[src/gtimer_pkg.sv]
package gtimer_pkg;
  // register byte addresses on the apb bus
  localparam logic [7:0] ADDR_TIMER_CONTROL = 8'h00;
  localparam logic [7:0] ADDR_GATE_CONTROL  = 8'h04;
  localparam logic [7:0] ADDR_COUNT_LOW     = 8'h08;
  localparam logic [7:0] ADDR_COUNT_HIGH    = 8'h0C;
  localparam logic [7:0] ADDR_CCP_LOW       = 8'h10;
  localparam logic [7:0] ADDR_CCP_HIGH      = 8'h14;
  localparam logic [7:0] ADDR_CCP_MODE      = 8'h18;
  localparam logic [7:0] ADDR_FLAGS         = 8'h1C;
  localparam logic [7:0] ADDR_IRQ_ENABLE    = 8'h20;

  // timer_control fields
  localparam int TC_ON        = 0;
  localparam int TC_SYNC_BYP  = 2;
  localparam int TC_OSC_EN    = 3;
  localparam int TC_PS_LO     = 4;
  localparam int TC_CS_LO     = 6;
  localparam logic [7:0] TC_WMASK = 8'hFD;
  localparam logic [7:0] TC_RESET = 8'h00;

  // gate_control fields
  localparam int GC_SS_LO  = 0;
  localparam int GC_VAL    = 2;
  localparam int GC_ARM    = 3;
  localparam int GC_SPM    = 4;
  localparam int GC_TGL    = 5;
  localparam int GC_POL    = 6;
  localparam int GC_GE     = 7;
  localparam logic [7:0] GC_RESET = 8'h00;

  // flags / irq enable fields
  localparam int FL_ROLL  = 0;
  localparam int FL_GATE  = 1;
  localparam int FL_CCP   = 2;
  localparam int IE_PERIPH = 3;
  localparam int IE_GLOBAL = 4;

  // capture/compare mode codes
  localparam logic [1:0] CCP_OFF      = 2'h0;
  localparam logic [1:0] CCP_CAPTURE  = 2'h1;
  localparam logic [1:0] CCP_COMPARE  = 2'h2;
  localparam logic [1:0] CCP_AUTOCONV = 2'h3;

  localparam logic [1:0] CS_FOSC4 = 2'h0;
  localparam logic [1:0] CS_FOSC  = 2'h1;
  localparam logic [1:0] CS_EXT   = 2'h2;

  localparam logic [1:0] FOSC4_DIV_LAST = 2'h3;
  localparam logic [15:0] COUNT_MAX = 16'hFFFF;
endpackage : gtimer_pkg

[src/gated_sixteen_bit_timer.sv]
`timescale 1ns/1ps
module gated_sixteen_bit_timer
  import gtimer_pkg::*;
(
  input  wire logic        mclk,
  input  wire logic        rst,
  input  wire logic        psel,
  input  wire logic        penable,
  input  wire logic        pwrite,
  input  wire logic [7:0]  paddr,
  input  wire logic [31:0] pwdata,
  output logic [31:0]      prdata,
  output logic             pready,
  output logic             pslverr,
  input  wire logic        external_count_pin,
  input  wire logic        secondary_osc_input,
  output logic             secondary_osc_output,
  input  wire logic        gate_pin,
  input  wire logic        timer0_overflow,
  input  wire logic        comparator_one_output,
  input  wire logic        comparator_two_output,
  input  wire logic        capture_event,
  input  wire logic        sleep_mode,
  output logic             compare_event,
  output logic             irq,
  output logic             wake
);
  import gtimer_pkg::*;

  logic [7:0]  tctl_reg;
  logic [7:0]  gctl_reg;
  logic [15:0] count_reg;
  logic [15:0] ccpv_reg;
  logic [1:0]  ccp_mode_reg;
  logic [2:0]  flags_reg;
  logic [4:0]  ien_reg;
  logic [1:0]  div4_reg;
  logic [2:0]  ps_reg;
  logic [2:0]  ext_sync_reg;
  logic [2:0]  osc_sync_reg;
  logic [2:0]  gpin_sync_reg;
  logic [2:0]  c1_sync_reg;
  logic [2:0]  c2_sync_reg;
  logic        ext_lvl_reg;
  logic        osc_lvl_reg;
  logic        gpin_lvl_reg;
  logic        c1_lvl_reg;
  logic        c2_lvl_reg;
  logic        src_prev_reg;
  logic        gsel_prev_reg;
  logic        toggle_reg;
  logic        gval_prev_reg;
  logic        pulse_open_reg;
  logic        cmp_prev_reg;

  logic       wr;
  logic       timer_on;
  logic [1:0] cs;
  logic [1:0] ps;
  logic       tick;
  logic       src_level;
  logic       gsel;
  logic       gate_in;
  logic       gval;
  logic       gate_ok;
  logic       ps_done;
  logic       inc;
  logic       roll;
  logic       count_wr;
  logic       trig_clear;
  logic       match;
  logic       osc_run;

  assign wr       = psel && penable && pwrite;
  assign timer_on = tctl_reg[TC_ON];
  assign cs       = tctl_reg[TC_CS_LO +: 2];
  assign ps       = tctl_reg[TC_PS_LO +: 2];
  assign pready   = 1'b1;
  assign pslverr  = 1'b0;

  assign osc_run = tctl_reg[TC_OSC_EN];
  assign secondary_osc_output = osc_run && !secondary_osc_input;

  // three-stage synchronisers; level changes once stages two and three agree
  always_ff @(posedge mclk or posedge rst)
  begin
    if (rst)
    begin
      ext_sync_reg  <= 3'h0;
      osc_sync_reg  <= 3'h0;
      gpin_sync_reg <= 3'h0;
      c1_sync_reg   <= 3'h0;
      c2_sync_reg   <= 3'h0;
      ext_lvl_reg   <= 1'b0;
      osc_lvl_reg   <= 1'b0;
      gpin_lvl_reg  <= 1'b0;
      c1_lvl_reg    <= 1'b0;
      c2_lvl_reg    <= 1'b0;
    end
    else
    begin
      ext_sync_reg  <= {ext_sync_reg[1:0], external_count_pin};
      osc_sync_reg  <= {osc_sync_reg[1:0], secondary_osc_input};
      gpin_sync_reg <= {gpin_sync_reg[1:0], gate_pin};
      c1_sync_reg   <= {c1_sync_reg[1:0], comparator_one_output};
      c2_sync_reg   <= {c2_sync_reg[1:0], comparator_two_output};
      if (ext_sync_reg[1] == ext_sync_reg[2])
        ext_lvl_reg <= ext_sync_reg[2];
      if (osc_sync_reg[1] == osc_sync_reg[2])
        osc_lvl_reg <= osc_sync_reg[2];
      if (gpin_sync_reg[1] == gpin_sync_reg[2])
        gpin_lvl_reg <= gpin_sync_reg[2];
      if (c1_sync_reg[1] == c1_sync_reg[2])
        c1_lvl_reg <= c1_sync_reg[2];
      if (c2_sync_reg[1] == c2_sync_reg[2])
        c2_lvl_reg <= c2_sync_reg[2];
    end
  end

  // fosc/4 is every fourth mclk edge
  always_ff @(posedge mclk or posedge rst)
  begin
    if (rst)
      div4_reg <= 2'h0;
    else
      div4_reg <= div4_reg + 2'h1;
  end

  // the sync bypass bit only lets the external source count in sleep; the pin is always
  // sampled, which costs a few cycles of latency but keeps one clock
  // clock source mux
  always_comb
  begin
    src_level = 1'b0;
    tick      = 1'b0;
    case (cs)
      CS_FOSC4: tick = (div4_reg == FOSC4_DIV_LAST);
      CS_FOSC:  tick = 1'b1;
      CS_EXT:
      begin
        src_level = osc_run ? osc_lvl_reg : ext_lvl_reg;
        tick      = src_level && !src_prev_reg;
      end
      default:  tick = 1'b0;
    endcase
  end

  always_ff @(posedge mclk or posedge rst)
  begin
    if (rst)
      src_prev_reg <= 1'b1;
    else if (!timer_on || count_wr)
      // a falling edge must be seen before the first counted rise
      src_prev_reg <= 1'b1;
    else
      src_prev_reg <= src_level;
  end

  always_comb
  begin
    case (gctl_reg[GC_SS_LO +: 2])
      2'h0:    gsel = gpin_lvl_reg;
      2'h1:    gsel = timer0_overflow;
      2'h2:    gsel = c1_lvl_reg;
      2'h3:    gsel = c2_lvl_reg;
      default: gsel = 1'b0;
    endcase
  end

  always_ff @(posedge mclk or posedge rst)
  begin
    if (rst)
    begin
      toggle_reg    <= 1'b0;
      gsel_prev_reg <= 1'b0;
    end
    else
    begin
      gsel_prev_reg <= gsel;
      if (!timer_on || !gctl_reg[GC_TGL])
        toggle_reg <= 1'b0;
      else if (gsel && !gsel_prev_reg)
        toggle_reg <= !toggle_reg;
    end
  end

  assign gate_in = gctl_reg[GC_TGL] ? toggle_reg : gsel;

  always_comb
  begin
    gval = (gate_in == gctl_reg[GC_POL]);
    if (gctl_reg[GC_SPM])
      gval = pulse_open_reg;
  end

  // single-pulse window opens while armed and the gate is at its active level
  // armed opens on active level
  always_ff @(posedge mclk or posedge rst)
  begin
    if (rst)
      pulse_open_reg <= 1'b0;
    else if (!gctl_reg[GC_SPM])
      pulse_open_reg <= 1'b0;
    else if (pulse_open_reg)
      pulse_open_reg <= (gate_in == gctl_reg[GC_POL]);
    else if (gctl_reg[GC_ARM] && (gate_in == gctl_reg[GC_POL]))
      pulse_open_reg <= 1'b1;
  end

  assign gate_ok = !gctl_reg[GC_GE] || gval;
  assign ps_done = (ps_reg == ((3'h1 << ps) - 3'h1));
  assign inc = timer_on && gate_ok && tick && ps_done &&
               (!sleep_mode || (tctl_reg[TC_SYNC_BYP] && cs == CS_EXT));
  assign roll = inc && (count_reg == COUNT_MAX);
  assign count_wr = wr && (paddr == ADDR_COUNT_LOW ||
                           paddr == ADDR_COUNT_HIGH);
  assign match = (ccpv_reg == count_reg);
  assign trig_clear = (ccp_mode_reg == CCP_AUTOCONV) && match &&
                      !cmp_prev_reg;

  always_ff @(posedge mclk or posedge rst)
  begin
    if (rst)
      ps_reg <= 3'h0;
    else if (count_wr || !timer_on)
      ps_reg <= 3'h0;
    else if (timer_on && gate_ok && tick)
      ps_reg <= ps_done ? 3'h0 : ps_reg + 3'h1;
  end

  always_ff @(posedge mclk or posedge rst)
  begin
    if (rst)
      count_reg <= 16'h0000;
    else if (count_wr)
    begin
      if (paddr == ADDR_COUNT_LOW)
        count_reg[7:0] <= pwdata[7:0];
      else
        count_reg[15:8] <= pwdata[7:0];
    end
    else if (trig_clear)
      count_reg <= 16'h0000;
    else if (inc)
      count_reg <= count_reg + 16'h0001;
  end

  always_ff @(posedge mclk or posedge rst)
  begin
    if (rst)
      cmp_prev_reg <= 1'b0;
    else
      cmp_prev_reg <= match;
  end
  assign compare_event = (ccp_mode_reg == CCP_COMPARE ||
                          ccp_mode_reg == CCP_AUTOCONV) &&
                         match && !cmp_prev_reg;

  always_ff @(posedge mclk or posedge rst)
  begin
    if (rst)
      ccpv_reg <= 16'h0000;
    else if (ccp_mode_reg == CCP_CAPTURE && capture_event)
      ccpv_reg <= count_reg;
    else if (wr && paddr == ADDR_CCP_LOW)
      ccpv_reg[7:0] <= pwdata[7:0];
    else if (wr && paddr == ADDR_CCP_HIGH)
      ccpv_reg[15:8] <= pwdata[7:0];
  end

  always_ff @(posedge mclk or posedge rst)
  begin
    if (rst)
    begin
      tctl_reg     <= TC_RESET;
      ccp_mode_reg <= CCP_OFF;
      ien_reg      <= 5'h00;
    end
    else if (wr)
    begin
      if (paddr == ADDR_TIMER_CONTROL)
        tctl_reg <= pwdata[7:0] & TC_WMASK;
      if (paddr == ADDR_CCP_MODE)
        ccp_mode_reg <= pwdata[1:0];
      if (paddr == ADDR_IRQ_ENABLE)
        ien_reg <= pwdata[4:0];
    end
  end

  always_ff @(posedge mclk or posedge rst)
  begin
    if (rst)
      gctl_reg <= GC_RESET;
    else
    begin
      if (wr && paddr == ADDR_GATE_CONTROL)
        gctl_reg <= pwdata[7:0] & ~(8'h01 << GC_VAL);
      if (pulse_open_reg && !(gate_in == gctl_reg[GC_POL]))
        gctl_reg[GC_ARM] <= 1'b0;
    end
  end

  always_ff @(posedge mclk or posedge rst)
  begin
    if (rst)
      gval_prev_reg <= 1'b0;
    else
      gval_prev_reg <= gval;
  end

  // flags are write-one-to-clear; a hardware set in the same cycle wins
  always_ff @(posedge mclk or posedge rst)
  begin
    if (rst)
      flags_reg <= 3'h0;
    else
    begin
      if (wr && paddr == ADDR_FLAGS)
        flags_reg <= flags_reg & ~pwdata[2:0];
      if (roll)
        flags_reg[FL_ROLL] <= 1'b1;
      if (gval_prev_reg && !gval)
        flags_reg[FL_GATE] <= 1'b1;
      if (compare_event || (ccp_mode_reg == CCP_CAPTURE && capture_event))
        flags_reg[FL_CCP] <= 1'b1;
    end
  end

  assign irq = ien_reg[IE_GLOBAL] && ien_reg[IE_PERIPH] &&
               ((flags_reg[FL_ROLL] && ien_reg[FL_ROLL] && timer_on) ||
                (flags_reg[FL_GATE] && ien_reg[FL_GATE]));
  assign wake = sleep_mode && ien_reg[IE_PERIPH] && timer_on &&
                flags_reg[FL_ROLL] && ien_reg[FL_ROLL];

  always_ff @(posedge mclk or posedge rst)
  begin
    if (rst)
      prdata <= 32'h0000_0000;
    else if (psel && !penable && !pwrite)
    begin
      case (paddr)
        ADDR_TIMER_CONTROL: prdata <= {24'h0, tctl_reg};
        ADDR_GATE_CONTROL:
          prdata <= {24'h0, gctl_reg[7:3], gval, gctl_reg[1:0]};
        ADDR_COUNT_LOW:     prdata <= {24'h0, count_reg[7:0]};
        ADDR_COUNT_HIGH:    prdata <= {24'h0, count_reg[15:8]};
        ADDR_CCP_LOW:       prdata <= {24'h0, ccpv_reg[7:0]};
        ADDR_CCP_HIGH:      prdata <= {24'h0, ccpv_reg[15:8]};
        ADDR_CCP_MODE:      prdata <= {30'h0, ccp_mode_reg};
        ADDR_FLAGS:         prdata <= {29'h0, flags_reg};
        ADDR_IRQ_ENABLE:    prdata <= {27'h0, ien_reg};
        default:            prdata <= 32'h0000_0000;
      endcase
    end
  end
endmodule : gated_sixteen_bit_timer

[config.mk]
export PLATFORM = sky130hd
export DESIGN_NAME = gated_sixteen_bit_timer
export DESIGN_NICKNAME = d
export VERILOG_FILES = /design/src/gtimer_pkg.sv /design/src/gated_sixteen_bit_timer.sv
export SDC_FILE = /design/constraint.sdc
export NUM_CORES = 1
export LEC_CHECK = 0
export ABC_AREA = 1
export BUFFER_PORTS_ARGS = -buffer_cell sky130_fd_sc_hd__buf_2
export CORE_MARGIN = 3
export CORE_UTILIZATION = 57
export DETAILED_ROUTE_END_ITERATION = 7
export PLACE_DENSITY = 0.81
export SLEW_MARGIN = 20
export SYNTH_ARGS = -nofsm -noshare
export SYNTH_HDL_FRONTEND = slang
export SYNTH_SLANG_ARGS = --single-unit
[constraint.sdc]
create_clock -name mclk -period 3.7 [get_ports mclk]
set_clock_uncertainty 0.05 [all_clocks]
set_input_delay 0.74 -clock mclk [delete_from_list [all_inputs] [get_ports mclk]]
set_output_delay 0.74 -clock mclk [all_outputs]
set_load 0.005 [all_outputs]
==> run summary <==
Setup repair after global routing left no endpoint under its margin. Entering global routing, the biggest net connects 53 pins. The post-route netlist has 12.1% of its cells at a drive strength greater than 1. The worst setup slack for register-to-register paths is 1.37 ns. The die is 103 um wide. Endpoint of the most critical register-to-register path: count_reg[8]. The number of cells traversed by the worst hold path is 0, and the die outline area is 10700 um2. The maximum buffer depth of the clock tree came out at 2.

The switching fraction of total power came out at 29.0%. The number of hold violations in the final report came out at 0. The detailed-route vias per instance is 5.57.

The post-synthesis instance total was 701; the minimum period implied by the final worst setup slack was 2.81 ns. The core footprint came out at 8980 um2. The cell type of the slowest stage on the worst timing path was sky130_fd_sc_hd__dfrtp_1.

The tools report the beginning of the worst register-to-register path as count_reg[10]. Critical-path maximum fanout: 7. In this run the cell area of the synthesized design comes to 5400 um2. The largest total area in the synthesized netlist belongs to sky130_fd_sc_hd__dfrtp_1. The final standard cell count with taps included and fillers excluded is 870, and the area share of the leading cell type in the synthesized netlist is 43.6%.

After layout, the design draws a total of 1.98 mW. For the arrival time of data at the critical path endpoint, the log shows 2.02 ns. In the post-synthesis netlist, the biggest area contributors are sky130_fd_sc_hd__dfrtp_1 44%, sky130_fd_sc_hd__nand2_1 15%, sky130_fd_sc_hd__inv_1 5.5%. Wire length after detailed routing: 15.1 mm. The run gives 2.91 ns as the required arrival time at the worst endpoint. The worst stage delay on the critical path works out to 0.54 ns. The number of cells on the worst reg-to-reg path is 11.

Once layout is complete, the utilization of the core stands at 64.5%. Yosys printed 0 warnings. The floorplan has 34 rows. The number of different library cells used by synthesis comes to 42. The worst-case IR drop observed on VDD is 0.000225 V.

From bottom edge to top edge, the die measures 103 um. 0 antenna diodes ended up in the layout. Via count of the first global-routing pass: 4568.

The slew at the pin closest to its max-slew limit was 0.932 ns; the number of antenna violations at the first check in global routing was 0. In this run, synthesis produced a sequential element count of 95. Quantity of I/O buffers inserted on ports: 40. The worst hold path terminates at c2_sync_reg[1]. Counting every sink on the clock net gives 95. Combinational logic is responsible for 9.7% of the overall power. The run gives 0 as the number of pins with negative max-slew slack in the final report.

TritonCTS created 9 clock buffers. Grouping stages by cell kind, the critical path spends the most delay in simple AND/OR/NAND/NOR gates. The clock power share is 33.8%. The worst hold path belongs to the class register to register. Summing the sequential cell areas from Yosys gives 44.0% of the chip area. Summed over all nets, the switching power comes to 0.573 mW.

The critical path in this run is classified as register to output port. The clock insertion delay at the later pin of the skew report was 0.37 ns. Clock transition at the registers of the reported paths: 0.11 ns.

Clock tree synthesis selected as its root buffer the cell sky130_fd_sc_hd__clkbuf_8. By instance count, the leading cell after synthesis is sky130_fd_sc_hd__nand2_1. In this run the most critical hold path is launched from c2_sync_reg[0]. The run finished with clean final reports. Measured against its own limit, the worst slew margin works out to 37.8%. In the final routed layout, each cell accounts on average for 17.3 um.

In the routed design, unresolved DRC markers number 0. The share of power burned in registers is 56.5%. Buffers inserted to repair hold after CTS numbered 0.

For the placer's final routability congestion estimate, the log shows 0.953. Summed over all cells, the static leakage comes to 3.01 nW. The number of resized instances in the post-cts repair step was 0; the async set-or-reset flop fraction in the synthesized netlist was 100%. In this run the number of H-tree levels came out at 3. Detailed placement ended at an HPWL of 11.6 mm. Dividing the final minimum period by the clock period gives 75.9%. Walking the worst path, the cells encountered are xor2_1, nor2_1, nand2_1, nor2_2, nand3_2, inv_1, buf_2. The logs give 0 for the global-route congestion overflow total and 60.2% for the effective utilization at floorplan. Dominant synthesized flop cell: sky130_fd_sc_hd__dfrtp_1.

The setup TNS after final layout came out at 0 ns. The synthesis-to-finish area growth was 7.21%; the total global routing track utilization was 29.8%. Max-cap violation count: 0. The run gives 414 as the first-iteration detailed-routing DRC count. Derived from the worst setup path, the maximum achievable clock frequency is 0.356 GHz.

The first global-routing pass estimated 23.8 mm of wire. The power density relative to cell area came out at 342 nW/um2. The detailed router placed 4847 vias in this run.

TritonCTS built the clock tree. Average size of a mapped cell: 7.70 um2. Internal power component: 1.40 mW.

The detail route stage leaves a number of antenna-violating nets equal to 0. In this run the post-CTS setup repair buffer count came out at 0. The worst setup path is launched from a register.

The worst setup path is captured at an output port. 91 I/O pins were placed. The total setup violations reported at the end of the flow came out at 0.

The net count of the finished layout is 795. Yosys mapped a number of flops with a built-in enable equal to 0. By count the netlist is led by 210 x sky130_fd_sc_hd__nand2_1, 94 x sky130_fd_sc_hd__dfrtp_1, 79 x sky130_fd_sc_hd__inv_1. Including well taps, the total number of placed cells is 854. Before antenna repair, the detailed router went through 6 iterations. The number of buffers and inverters on the critical path is 2.
-- power groups by stage --
stage | clock, mW | sequential (mW) | combinational [mW]
final | 0.669 | 1.12 | 0.192
after global routing | 0.717 | 1.12 | 0.215
after CTS | 0.678 | 1.12 | 0.191
after detailed placement | 0 | 1.14 | 0.190
after global placement | 0 | 1.13 | 0.184
after floorplan | 0 | 1.12 | 0.144
-- layer usage --
layer  routed length [um]  global-route usage (%)  part of all wire (%)
met5                    0                       0                     0
met2                 6740                    47.0                    45
met1                 6430                    42.1                    43
met4                  484                    10.8                   3.2
met3                 1400                    4.29                   9.3
-- worst register-to-register path: stages (launching register included) --
cell                      delay [ns]
sky130_fd_sc_hd__dfrtp_1        0.54
sky130_fd_sc_hd__xor2_1         0.21
sky130_fd_sc_hd__nor2_1         0.13
sky130_fd_sc_hd__nand2_1        0.13
sky130_fd_sc_hd__nor2_2         0.28
sky130_fd_sc_hd__nand3_2        0.18
sky130_fd_sc_hd__nor2_2         0.12
sky130_fd_sc_hd__nor2_2         0.07
sky130_fd_sc_hd__nand2_8        0.18
sky130_fd_sc_hd__nand2_2        0.17
sky130_fd_sc_hd__nand2_1        0.11
sky130_fd_sc_hd__nand2_1        0.05
-- layout make-up --
class | instances | area [um2]
sequential | 95 | 2380
multi-input combinational | 505 | 2510
timing repair buffer | 45 | 250
fill | 795 | 3190
clock inverter | 6 | 56.3
tap | 126 | 158
inverter | 83 | 313
clock buffer | 10 | 128
-- logic make-up (layout without fill, tap and decap cells) --
| logic type | after synthesis | count (layout) | synth area share [%] |
|---|---|---|---|
| buf+inv | 125 | 144 | 11.2 |
| flops | 95 | 95 | 44.0 |
| other cells | 2 | 26 | 0.139 |
| simple gates | 356 | 356 | 29.1 |
| fa+ha+maj | 8 | 8 | 1.62 |
| compound gates | 86 | 86 | 9.13 |
| xor+xnor | 29 | 29 | 4.70 |
-- how the worst max path moves through the flow --
| stage | start | to | slack (ns) | depth (start not counted) |
|---|---|---|---|---|
| 4_1_cts | count_reg[10] | compare_event | 0.92 | 7 |
| 6_report | count_reg[10] | compare_event | 0.89 | 7 |
| 3_5_place_dp | paddr[7] | ccpv_reg[15] | 0.92 | 10 |
| 3_3_place_gp | paddr[7] | ccpv_reg[15] | 0.99 | 10 |
| 2_1_floorplan | rst | c1_lvl_reg | 0.43 | 1 |
| 5_1_grt | count_reg[10] | compare_event | 0.84 | 7 |
-- metrics by stage --
step	cell area [um2]	setup WS (ns)	hold slack [ns]
after floorplan	5490	0.435	0.281
final	5790	0.891	0.309
after detailed placement	5610	0.921	0.285
after CTS	5790	0.924	0.312
after global routing	5790	0.841	0.319
after global placement	5610	0.988	0.283
-- layout by cell type (no fill, tap or decap), types with 3 or more instances in the layout --
| master | Yosys | layout |
|---|---|---|
| sky130_fd_sc_hd__clkbuf_8 | 0 | 9 |
| sky130_fd_sc_hd__a21oi_1 | 12 | 12 |
| sky130_fd_sc_hd__nor2_1 | 46 | 46 |
| sky130_fd_sc_hd__nand4_1 | 4 | 4 |
| sky130_fd_sc_hd__nor2_2 | 5 | 5 |
| sky130_fd_sc_hd__buf_4 | 26 | 4 |
| sky130_fd_sc_hd__maj3_1 | 5 | 5 |
| sky130_fd_sc_hd__inv_1 | 79 | 78 |
| sky130_fd_sc_hd__xnor2_1 | 4 | 4 |
| sky130_fd_sc_hd__nand2_2 | 4 | 4 |
| sky130_fd_sc_hd__nor3_1 | 16 | 16 |
| sky130_fd_sc_hd__nand3_1 | 53 | 53 |
| sky130_fd_sc_hd__conb_1 | 2 | 26 |
| sky130_fd_sc_hd__dfrtp_1 | 94 | 94 |
| sky130_fd_sc_hd__inv_6 | 0 | 3 |
| sky130_fd_sc_hd__ha_1 | 3 | 3 |
| sky130_fd_sc_hd__a22oi_1 | 7 | 7 |
| sky130_fd_sc_hd__o22ai_1 | 9 | 9 |
| sky130_fd_sc_hd__buf_2 | 8 | 40 |
| sky130_fd_sc_hd__nand3_2 | 10 | 10 |
| sky130_fd_sc_hd__nand2_1 | 210 | 210 |
| sky130_fd_sc_hd__xor2_1 | 25 | 25 |
| sky130_fd_sc_hd__o211ai_1 | 3 | 3 |
| sky130_fd_sc_hd__o21ai_0 | 48 | 48 |
Note: power is estimated with default switching activity, not from simulation.
